**config.mk**
```make
export PLATFORM = sky130hd
export DESIGN_NAME = peripheral_irq_flag_bank
export DESIGN_NICKNAME = d
export VERILOG_FILES = /design/src/include/irq_flag_pkg.sv /design/src/verilog/peripheral_irq_flag_bank.sv
export SDC_FILE = /design/constraint.sdc
export NUM_CORES = 1
export LEC_CHECK = 0
export ABC_AREA = 1
export BUFFER_PORTS_ARGS = -buffer_cell sky130_fd_sc_hd__buf_2
export CAP_MARGIN = 0
export CORE_MARGIN = 4
export CORE_UTILIZATION = 35
export CTS_CLUSTER_SIZE = 30
export DETAILED_ROUTE_END_ITERATION = 8
export GPL_TIMING_DRIVEN = 1
export PLACE_DENSITY_LB_ADDON = 0.1
export SYNTH_ARGS = -nofsm -noshare
export SYNTH_HDL_FRONTEND = slang
export SYNTH_SLANG_ARGS = --single-unit
```
**constraint.sdc**
```tcl
create_clock -name clock -period 2.5 [get_ports clock]
set_input_delay 0.25 -clock clock [delete_from_list [all_inputs] [get_ports clock]]
set_output_delay 0.25 -clock clock [all_outputs]
set_load 0.01 [all_outputs]
```
**src/include/irq_flag_pkg.sv**
```systemverilog
// Purpose: constants and carrier types for the peripheral request flag bank
// Assumes: 32-bit APB, one aligned word per register
// Notes: offsets of both request registers and the interrupt group are local choices
package irq_flag_pkg;

  localparam logic [11:0] OFS_FLAGS1 = 12'h000;
  localparam logic [11:0] OFS_FLAGS2 = 12'h004;
  localparam logic [11:0] OFS_IRQ_STATUS = 12'h008;
  localparam logic [11:0] OFS_IRQ_CLEAR = 12'h00c;
  localparam logic [11:0] OFS_IRQ_ENABLE = 12'h010;

  // first request register bit positions
  localparam int F1_TIMER_A_OVF = 0;
  localparam int F1_TIMER_B_MATCH = 1;
  localparam int F1_BUS_COLLISION = 2;
  localparam int F1_SYNC_SERIAL = 3;
  localparam int F1_UART_TX_EMPTY = 4;
  localparam int F1_UART_RX_PEND = 5;

  // second request register bit positions
  localparam int F2_OSC_ROLLOVER = 0;
  localparam int F2_TIMER_D_MATCH = 1;
  localparam int F2_MEMORY_DONE = 4;
  localparam int F2_COMPARATOR_ONE = 5;
  localparam int F2_COMPARATOR_TWO = 6;
  localparam int F2_TIMER_F_MATCH = 7;

  // writable (software clearable) flags of each register
  localparam logic [7:0] F1_RW_MASK = 8'h0f;
  localparam logic [7:0] F2_RW_MASK = 8'hf3;
  localparam logic [7:0] FLAGS_RESET = 8'h00;
  localparam logic [15:0] IRQ_RESET = 16'h0000;

  // one-cycle peripheral event pulses
  typedef struct packed {
    logic syncSerialDone;
    logic busCollision;
    logic timerBMatch;
    logic timerAOverflow;
    logic timerFMatch;
    logic comparatorTwo;
    logic comparatorOne;
    logic memoryDone;
    logic timerDMatch;
    logic oscRollover;
  } periph_events_t;

  // levels from the asynchronous serial port
  typedef struct packed {
    logic rxNotEmpty;
    logic txEmpty;
  } uart_levels_t;

  typedef struct packed {
    logic [11:0] paddr;
    logic psel;
    logic penable;
    logic pwrite;
    logic [31:0] pwdata;
  } apb_req_t;

  typedef struct packed {
    logic [31:0] prdata;
    logic pready;
    logic pslverr;
  } apb_rsp_t;

endpackage

```
**src/verilog/peripheral_irq_flag_bank.sv**
```systemverilog
// Purpose: sticky peripheral interrupt request flags, read and cleared over APB
// Assumes: event inputs are one-cycle pulses from logic on the same clock
// Notes: a set in the same cycle as a software clear wins
//
// Functional notes
// RULE_01 - the serial port flag is set when a transfer or bus condition completes, not before.
// RULE_02 - a serial bus collision sets bit 2 of the first request register.
// RULE_03 - a set flag stays set until software writes it to zero; hardware never clears it.
// RULE_04 - an overflow of the first timer sets bit 0 of the first request register.
// RULE_05 - every flag is set whenever its triggering event occurs.
// RULE_06 - setting a flag does not depend on any enable bit.
// RULE_07 - software should clear a pending flag before enabling its interrupt.
// RULE_08 - bits 3 and 2 of the second request register read zero and ignore writes.
// RULE_09 - every implemented flag of the second register resets to zero on any reset.
// RULE_10 - the uart receive and transmit flags are read-only mirrors of buffer state.
// RULE_11 - a sixth timer match sets bit 7 of the second request register.
// RULE_12 - a memory programming completion sets bit 4 of the second request register.
// RULE_13 - an oscillator rollover sets bit 0 of the second request register.
// RULE_14 - a second timer match sets bit 1 of the first request register and stays set.
// RULE_15 - second register layout: 7 timer f, 6 comp two, 5 comp one, 4 memory, 1 timer d, 0 osc.
`timescale 1ns/1ps

module peripheral_irq_flag_bank
  import irq_flag_pkg::*;
(
  input wire logic clock,
  input wire logic nrst,
  input irq_flag_pkg::apb_req_t apbReq,
  output irq_flag_pkg::apb_rsp_t apbRsp,
  input irq_flag_pkg::periph_events_t events,
  input irq_flag_pkg::uart_levels_t uartLevels,
  output logic irqOut
);
  import irq_flag_pkg::*;

  // ==========================================================
  // bus decode
  // ==========================================================
  // single address compare, used by the write strobes only; the read mux decodes with its own case
  function automatic logic hit(input logic [11:0] addr, input logic [11:0] ofs);
    hit = (addr == ofs);
  endfunction

  // true for every offset with a register behind it
  function automatic logic mapped(input logic [11:0] addr);
    mapped = 1'b0;
    case (addr)
      OFS_FLAGS1: begin
        mapped = 1'b1;
      end
      OFS_FLAGS2: begin
        mapped = 1'b1;
      end
      OFS_IRQ_STATUS: begin
        mapped = 1'b1;
      end
      OFS_IRQ_CLEAR: begin
        mapped = 1'b1;
      end
      OFS_IRQ_ENABLE: begin
        mapped = 1'b1;
      end
      default: begin
        mapped = 1'b0;
      end
    endcase
  endfunction

  // zero written clears a writable bit, one leaves it, read-only bits hold
  function automatic logic [7:0] clearByZero(
    input logic [7:0] cur,
    input logic [7:0] wdata,
    input logic [7:0] mask
  );
    clearByZero = (cur & ~mask) | (cur & wdata & mask);
  endfunction

  // one register word for a read, zero in every bit the register lacks
  function automatic logic [31:0] readWord(
    input logic [11:0] addr,
    input logic [7:0] view1,
    input logic [7:0] view2,
    input logic [15:0] status,
    input logic [15:0] enable
  );
    readWord = 32'h0000_0000;
    case (addr)
      OFS_FLAGS1: begin
        readWord[7:0] = view1;
      end
      OFS_FLAGS2: begin
        readWord[7:0] = view2;
      end
      OFS_IRQ_STATUS: begin
        readWord[15:0] = status;
      end
      OFS_IRQ_CLEAR: begin
        readWord = 32'h0000_0000;
      end
      OFS_IRQ_ENABLE: begin
        readWord[15:0] = enable;
      end
      default: begin
        readWord = 32'h0000_0000;
      end
    endcase
  endfunction

  // ==========================================================
  // declarations
  // ==========================================================
  logic setupStb;
  logic accessStb;
  logic wrStb;
  logic rdStb;
  logic wrFlags1;
  logic wrFlags2;
  logic wrIrqClear;
  logic wrIrqEnable;

  logic [7:0] wdata8;
  logic [15:0] wdata16;

  logic [7:0] set1;
  logic [7:0] set2;
  logic [7:0] keep1;
  logic [7:0] keep2;
  logic [7:0] flags1_d;
  logic [7:0] flags1_q;
  logic [7:0] flags2_d;
  logic [7:0] flags2_q;
  logic [7:0] uartBits;
  logic [7:0] flags1View;
  logic [7:0] flags2View;

  logic [15:0] evtVec;
  logic [15:0] irqClear;
  logic [15:0] irqStatus_d;
  logic [15:0] irqStatus_q;
  logic [15:0] irqEnable_d;
  logic [15:0] irqEnable_q;
  logic [15:0] irqPending;

  logic [31:0] rdata_d;
  logic [31:0] rdata_q;
  logic slverr_d;
  logic slverr_q;

  // ==========================================================
  // bus phases and write strobes
  // ==========================================================
  assign setupStb = apbReq.psel & ~apbReq.penable;
  assign accessStb = apbReq.psel & apbReq.penable;
  // writes land at the end of the access cycle
  assign wrStb = accessStb & apbReq.pwrite;
  // reads are captured at the end of the setup cycle
  assign rdStb = setupStb & ~apbReq.pwrite;
  assign wrFlags1 = wrStb & hit(apbReq.paddr, OFS_FLAGS1);
  assign wrFlags2 = wrStb & hit(apbReq.paddr, OFS_FLAGS2);
  assign wrIrqClear = wrStb & hit(apbReq.paddr, OFS_IRQ_CLEAR);
  assign wrIrqEnable = wrStb & hit(apbReq.paddr, OFS_IRQ_ENABLE);
  assign wdata8 = apbReq.pwdata[7:0];
  assign wdata16 = apbReq.pwdata[15:0];

  // ==========================================================
  // hardware set vectors
  // ==========================================================
  always_comb begin
    set1 = 8'h00;
    set1[F1_SYNC_SERIAL] = events.syncSerialDone; // RULE_01
    set1[F1_BUS_COLLISION] = events.busCollision; // RULE_02
    set1[F1_TIMER_A_OVF] = events.timerAOverflow; // RULE_04
    set1[F1_TIMER_B_MATCH] = events.timerBMatch; // RULE_14
    set2 = 8'h00;
    set2[F2_TIMER_F_MATCH] = events.timerFMatch; // RULE_11
    set2[F2_COMPARATOR_TWO] = events.comparatorTwo; // RULE_15
    set2[F2_COMPARATOR_ONE] = events.comparatorOne; // RULE_15
    set2[F2_MEMORY_DONE] = events.memoryDone; // RULE_12
    set2[F2_TIMER_D_MATCH] = events.timerDMatch; // RULE_15
    set2[F2_OSC_ROLLOVER] = events.oscRollover; // RULE_13
  end

  always_comb begin
    uartBits = 8'h00;
    uartBits[F1_UART_RX_PEND] = uartLevels.rxNotEmpty; // RULE_10
    uartBits[F1_UART_TX_EMPTY] = uartLevels.txEmpty; // RULE_10
  end

  // ==========================================================
  // request flags
  // ==========================================================
  // no enable term reaches the set path; a set in a clearing cycle wins
  always_comb begin
    keep1 = flags1_q;
    if (wrFlags1) begin
      keep1 = clearByZero(flags1_q, wdata8, F1_RW_MASK); // RULE_03
    end
    flags1_d = (keep1 | set1) & F1_RW_MASK; // RULE_05 RULE_06
  end

  always_ff @(posedge clock) begin
    if (!nrst) begin
      flags1_q <= FLAGS_RESET;
    end else begin
      flags1_q <= flags1_d; // RULE_03
    end
  end

  // unimplemented bits are masked on every update
  always_comb begin
    keep2 = flags2_q;
    if (wrFlags2) begin
      keep2 = clearByZero(flags2_q, wdata8, F2_RW_MASK); // RULE_03
    end
    flags2_d = (keep2 | set2) & F2_RW_MASK; // RULE_05 RULE_06 RULE_08
  end

  always_ff @(posedge clock) begin
    if (!nrst) begin
      flags2_q <= FLAGS_RESET; // RULE_09
    end else begin
      flags2_q <= flags2_d;
    end
  end

  // ==========================================================
  // interrupt status, clear, enable
  // ==========================================================
  // status is its own sticky copy of the events, apart from the flags
  assign evtVec = {set2, set1};

  always_comb begin
    irqClear = IRQ_RESET;
    if (wrIrqClear) begin
      irqClear = wdata16;
    end
  end

  always_comb begin
    irqStatus_d = (irqStatus_q & ~irqClear) | evtVec;
  end

  always_ff @(posedge clock) begin
    if (!nrst) begin
      irqStatus_q <= IRQ_RESET;
    end else begin
      irqStatus_q <= irqStatus_d;
    end
  end

  always_comb begin
    irqEnable_d = irqEnable_q;
    if (wrIrqEnable) begin
      irqEnable_d = wdata16;
    end
  end

  always_ff @(posedge clock) begin
    if (!nrst) begin
      irqEnable_q <= IRQ_RESET;
    end else begin
      irqEnable_q <= irqEnable_d;
    end
  end

  assign irqPending = irqStatus_q & irqEnable_q;
  assign irqOut = |irqPending;

  // ==========================================================
  // read data, captured in setup, answered in the access cycle
  // ==========================================================
  // uart levels are mirrored live, never stored
  assign flags1View = flags1_q | uartBits; // RULE_10
  assign flags2View = flags2_q & F2_RW_MASK; // RULE_08

  always_comb begin
    rdata_d = readWord(apbReq.paddr, flags1View, flags2View, irqStatus_q, irqEnable_q);
  end

  always_comb begin
    slverr_d = ~mapped(apbReq.paddr);
  end

  always_ff @(posedge clock) begin
    if (!nrst) begin
      rdata_q <= 32'h0000_0000;
    end else if (rdStb) begin
      rdata_q <= rdata_d;
    end
  end

  always_ff @(posedge clock) begin
    if (!nrst) begin
      slverr_q <= 1'b0;
    end else if (setupStb) begin
      slverr_q <= slverr_d;
    end
  end

  // every access completes in one access cycle
  assign apbRsp.prdata = rdata_q;
  assign apbRsp.pready = 1'b1;
  assign apbRsp.pslverr = slverr_q & accessStb;

endmodule

```
== Word level (Yosys, flattened, before mapping) ==
Index checks and enable logic that the tools add are counted.
Storage, ports and cells
  bits in registers: 61
  input port bits: 61
  output and inout bits: 35
  word-level logic and storage cells: 43
Operators by class
  equality and inequality tests: 4
  multiplexer cells: 6
  bitwise gates (word level): 23
  reduce and logical (&&, ||, !) cells: 3
Operator list (number)
  16-bit bitwise AND: 2
  8-bit one-hot mux with 4 select lines: 1
  12-bit by 4-bit == test with 1-bit output (second input constant): 2
  16-bit 2-to-1 mux: 1
  16-bit inverter: 1
  16-bit bitwise OR: 1
  8-bit one-hot mux with 2 select lines: 1
  16-bit OR reduction: 1
  12-bit by 3-bit == test with 1-bit output (second input constant): 1
  12-bit by 5-bit == test with 1-bit output (second input constant): 1
  12-bit zero test: 1
  1-bit bitwise AND: 9
  8-bit bitwise AND: 1
  8-bit 2-to-1 mux: 1
  4-bit by 8-bit bitwise OR with 8-bit output: 1
  8-bit bitwise OR: 1
  4-bit by 6-bit bitwise OR with 6-bit output: 1
  5-bit OR reduction: 1
  4-bit bitwise AND: 1
  4-bit 2-to-1 mux: 1
  1-bit by 4-bit bitwise OR with 4-bit output (first input constant): 1
  4-bit bitwise OR: 1
  1-bit inverter: 3
  1-bit 2-to-1 mux: 1

== Depth between registers and ports, before layout ==
  depth in word-level cells: 7
  depth in mapped cells: 8
  mapped depth without buffers: 8

== Worst setup path after synthesis ==
Ideal clock, no wire load.
  path type: in2reg
  start: input port apbReq[46] (netlist bit)
  end: register irqEnable_q[1]
  setup time: 0.117 ns
  arrival: 1.193 ns
  data required time: 2.383 ns
  path slack: 1.190 ns
  stages on the path: 7
  buffers on the path: 1
  cells stage by stage: nor2_1 nand2_1 nor3_4 nand2_4 buf_6 o21ai_1 a21oi_1
On the way
  cells in the longest elaborated chain, start to end: 2
RTL lines
  start: declaration: line peripheral_irq_flag_bank.sv:28  | input irq_flag_pkg::apb_req_t apbReq,
  12-bit by 5-bit == test with 1-bit output: line peripheral_irq_flag_bank.sv:41  | hit = (addr == ofs);
  1-bit bitwise AND: line peripheral_irq_flag_bank.sv:161  | assign wrIrqEnable = wrStb & hit(apbReq.paddr, OFS_IRQ_ENABLE);
  end signal: assignment: line peripheral_irq_flag_bank.sv:262  | irqEnable_q <= irqEnable_d;
  end: declaration: line peripheral_irq_flag_bank.sv:141  | logic [15:0] irqEnable_q;
No other way between the ends.
A chain may end at the register's enable or synchronous reset.

== Final worst setup path ==
  start: register irqStatus_q[3]
  end: output port irqOut
On the way
  cells in the longest elaborated chain, start to end: 2
RTL lines
  start: declaration: line peripheral_irq_flag_bank.sv:139  | logic [15:0] irqStatus_q;
  start signal: assignment: line peripheral_irq_flag_bank.sv:247  | irqStatus_q <= irqStatus_d;
  16-bit bitwise AND: line peripheral_irq_flag_bank.sv:266  | assign irqPending = irqStatus_q & irqEnable_q;
  16-bit OR reduction: line peripheral_irq_flag_bank.sv:267  | assign irqOut = |irqPending;
  end: declaration: line peripheral_irq_flag_bank.sv:32  | output logic irqOut
No other way between the ends.

==> qor.yml <==
syn_inst: 397
synth.most_common_cell: "nand2_1"
die_y_um: 99.2
reg2reg_from: "flags2_q[4]"
htree_num_levels: 3
period_share_pct: 73.3
vias: 2711
rr_worst_depth: 4
placed_cell_area_mm2: 0.00321
worstReg2RegEnd: "rdata_q[4]"
cts_setup_buffers: 0
cts-root-buf: "clkbuf_8"
min_from: "events[6]"
hold_viol: 0
grt_usage_pct: 16.5
synth_seq_cells: 59
cts.clk_slew.worst_paths_ps: 70
fillerInstances: 863
rows: 32
finalPower_mw: 1.90
yosysUniqueCellTypes: 30
dieWidth_um: 99.2
pin_count: 96
cp.arrival_ps: 1580
max_clock_freq_ghz: 0.546
synth_top_area_share_pct: 40.6
area.sequential_mm2: 0.00118
tightest_slew_ps: 635
end_kind: "primary output"
gp_congestion: 0.804
drive_gt1_share_pct: 21.7
finalHoldWorstSlack_ps: 172
port_buffers: 62
initial_core_util_pct: 36.9
drtIter0Drc: 108
path_max_fanout: 3
hold_buffers: 0
syn_to_final_growth_pct: 15.7
finClkSkew_ps: 5.85
route.detailed.wl_per_inst_um: 13.9
drt_pass1_iterations: 4
min_period_ps: 1830
synth_area_leaders: "dfxtp_1 41%, nand2_1 9.4%, inv_1 7.9%, a21oi_1 7.7%, nand3_1 6.4%"
antenna_found_initial: 0
clockBufferDepth: 2
cts_tree: "built"
avgSynthCellArea_um2: 7.33
async_flop_share_pct: 0
clkSinkCount: 59
ant_nets: 0
grt_overflow_total: 0
maxCapViolCount: 0
grt_max_degree: 33
yosysWarnings: 0
powerDensity_mw_per_mm2: 564
antennaDiodeCount: 0
cts_resized: 0
grt_first_pass_wirelength_mm: 12.7
slew_violations: 0
final_area_mm2: 0.00337
core-area_mm2: 0.00789
setup_viol: 0
rsz0062_at_grt: "false"
holdPathEnd: "flags1_q[0]"
r2r_slack_ps: 1620
hp-class: "input port to flip-flop"
grt_pass1_vias: 2591
power.leakage_nw: 1.63
status: "completed"
fin_setup_tns_ps: 0
hpwlAfterDp_mm: 5.78
yosys-top-cells-count: "73 x nand2_1, 61 x inv_1, 59 x dfxtp_1"
criticalPathCategory: "flip-flop to primary output"
start_kind: "flip-flop"
yosysSeqAreaShare_pct: 40.6
synth-main-ff-cell: "dfxtp_1"
holdPathStages: 3
yosysTopAreaCell: "dfxtp_1"
final_core_util_pct: 42.7
relSlewSlack_pct: 57.6
synth-edff-count: 0
cts_inserted_buffers: 9
cp_data_required_time_ps: 2250
synth_area_mm2: 0.00291
dieArea_mm2: 0.00983
vias_per_cell: 4.82
peakVddDrop_v: 0.000216
drt-total-wl_mm: 7.83
drc: 0
nets: 518
clk_latency_ps: 340
multiInputGateArea_mm2: 0.00133
flip-flops by register name, indices dropped and copies added (netlist names):
signal	flops
slverr_q	1
flags2_q	6
flags1_q	4
rdata_q	16
irqEnable_q	16
irqStatus_q	16
worst max-delay path by stage:
stage	depth (start not counted)	startpoint	endpoint	slack, ps
2_1_floorplan	7	apbReq[46]	irqEnable_q[1]	1190
3_3_place_gp	7	apbReq[46]	irqEnable_q[0]	710
3_5_place_dp	7	apbReq[44]	irqEnable_q[0]	720
4_1_cts	5	irqStatus_q[3]	irqOut	590
5_1_grt	5	irqStatus_q[3]	irqOut	540
6_report	5	irqStatus_q[3]	irqOut	670
cell type report:
cell class                 count  area share (%)
clock buffer                  12            4.31
clock inverter                 3           0.446
inverter                      62            6.91
multi-input combinational    260            39.6
sequential                    59            35.1
tap                          102            3.79
timing repair buffer          65            9.88
placed cells by master, fill, tap and decap left out, drive strengths merged:
master	netlist	final
nor2	17	17
nand4	8	8
a221oi	4	4
o21bai	3	3
nand3	38	38
and3	2	2
nor3	1	1
inv	62	62
conb	2	17
buf	27	65
a21oi	45	45
clkbuf	4	12
o21ai	38	38
o211ai	4	4
a31o	5	5
nand2	77	77
nor3b	1	1
clkinv	0	3
dfxtp	59	59
power breakdown:
part,leakage (nW),switching [mW],internal [mW]
clock network,0.0860,0.365,0.377
registers,0.483,0.0191,0.971
logic,1.06,0.107,0.0611
stage by stage:
stage	std cells	setup slack, ps
final	563	668
after global placement	548	711
after global routing	563	542
after floorplan	412	1190
after detailed placement	548	720
after CTS	563	588
metal layers:
layer	routed length, um	vias to the layer above	global-route usage [%]
li1	-	1385	-
met1	3680	1239	21.4
met2	3520	76	26.2
met3	504	11	4.49
met4	134	0	6.20
met5	0	-	0
cell families after synthesis:
group                  count (synthesis)  synth area share [%]
AOI/OAI and AO/OA                     99                  19.4
buffers and inverters                 93                  15.5
DFF                                   59                  40.6
other                                  2                 0.258
and+or+nand+nor                      144                  24.2
worst max-delay path, stage by stage (launching register included):
cell and delay [ps]:
dfxtp_1 330, nand2_1 90, o21ai_0 90, a221oi_1 370, nand4_1 180, buf_2 180
Note: power is estimated with default switching activity, not from simulation.
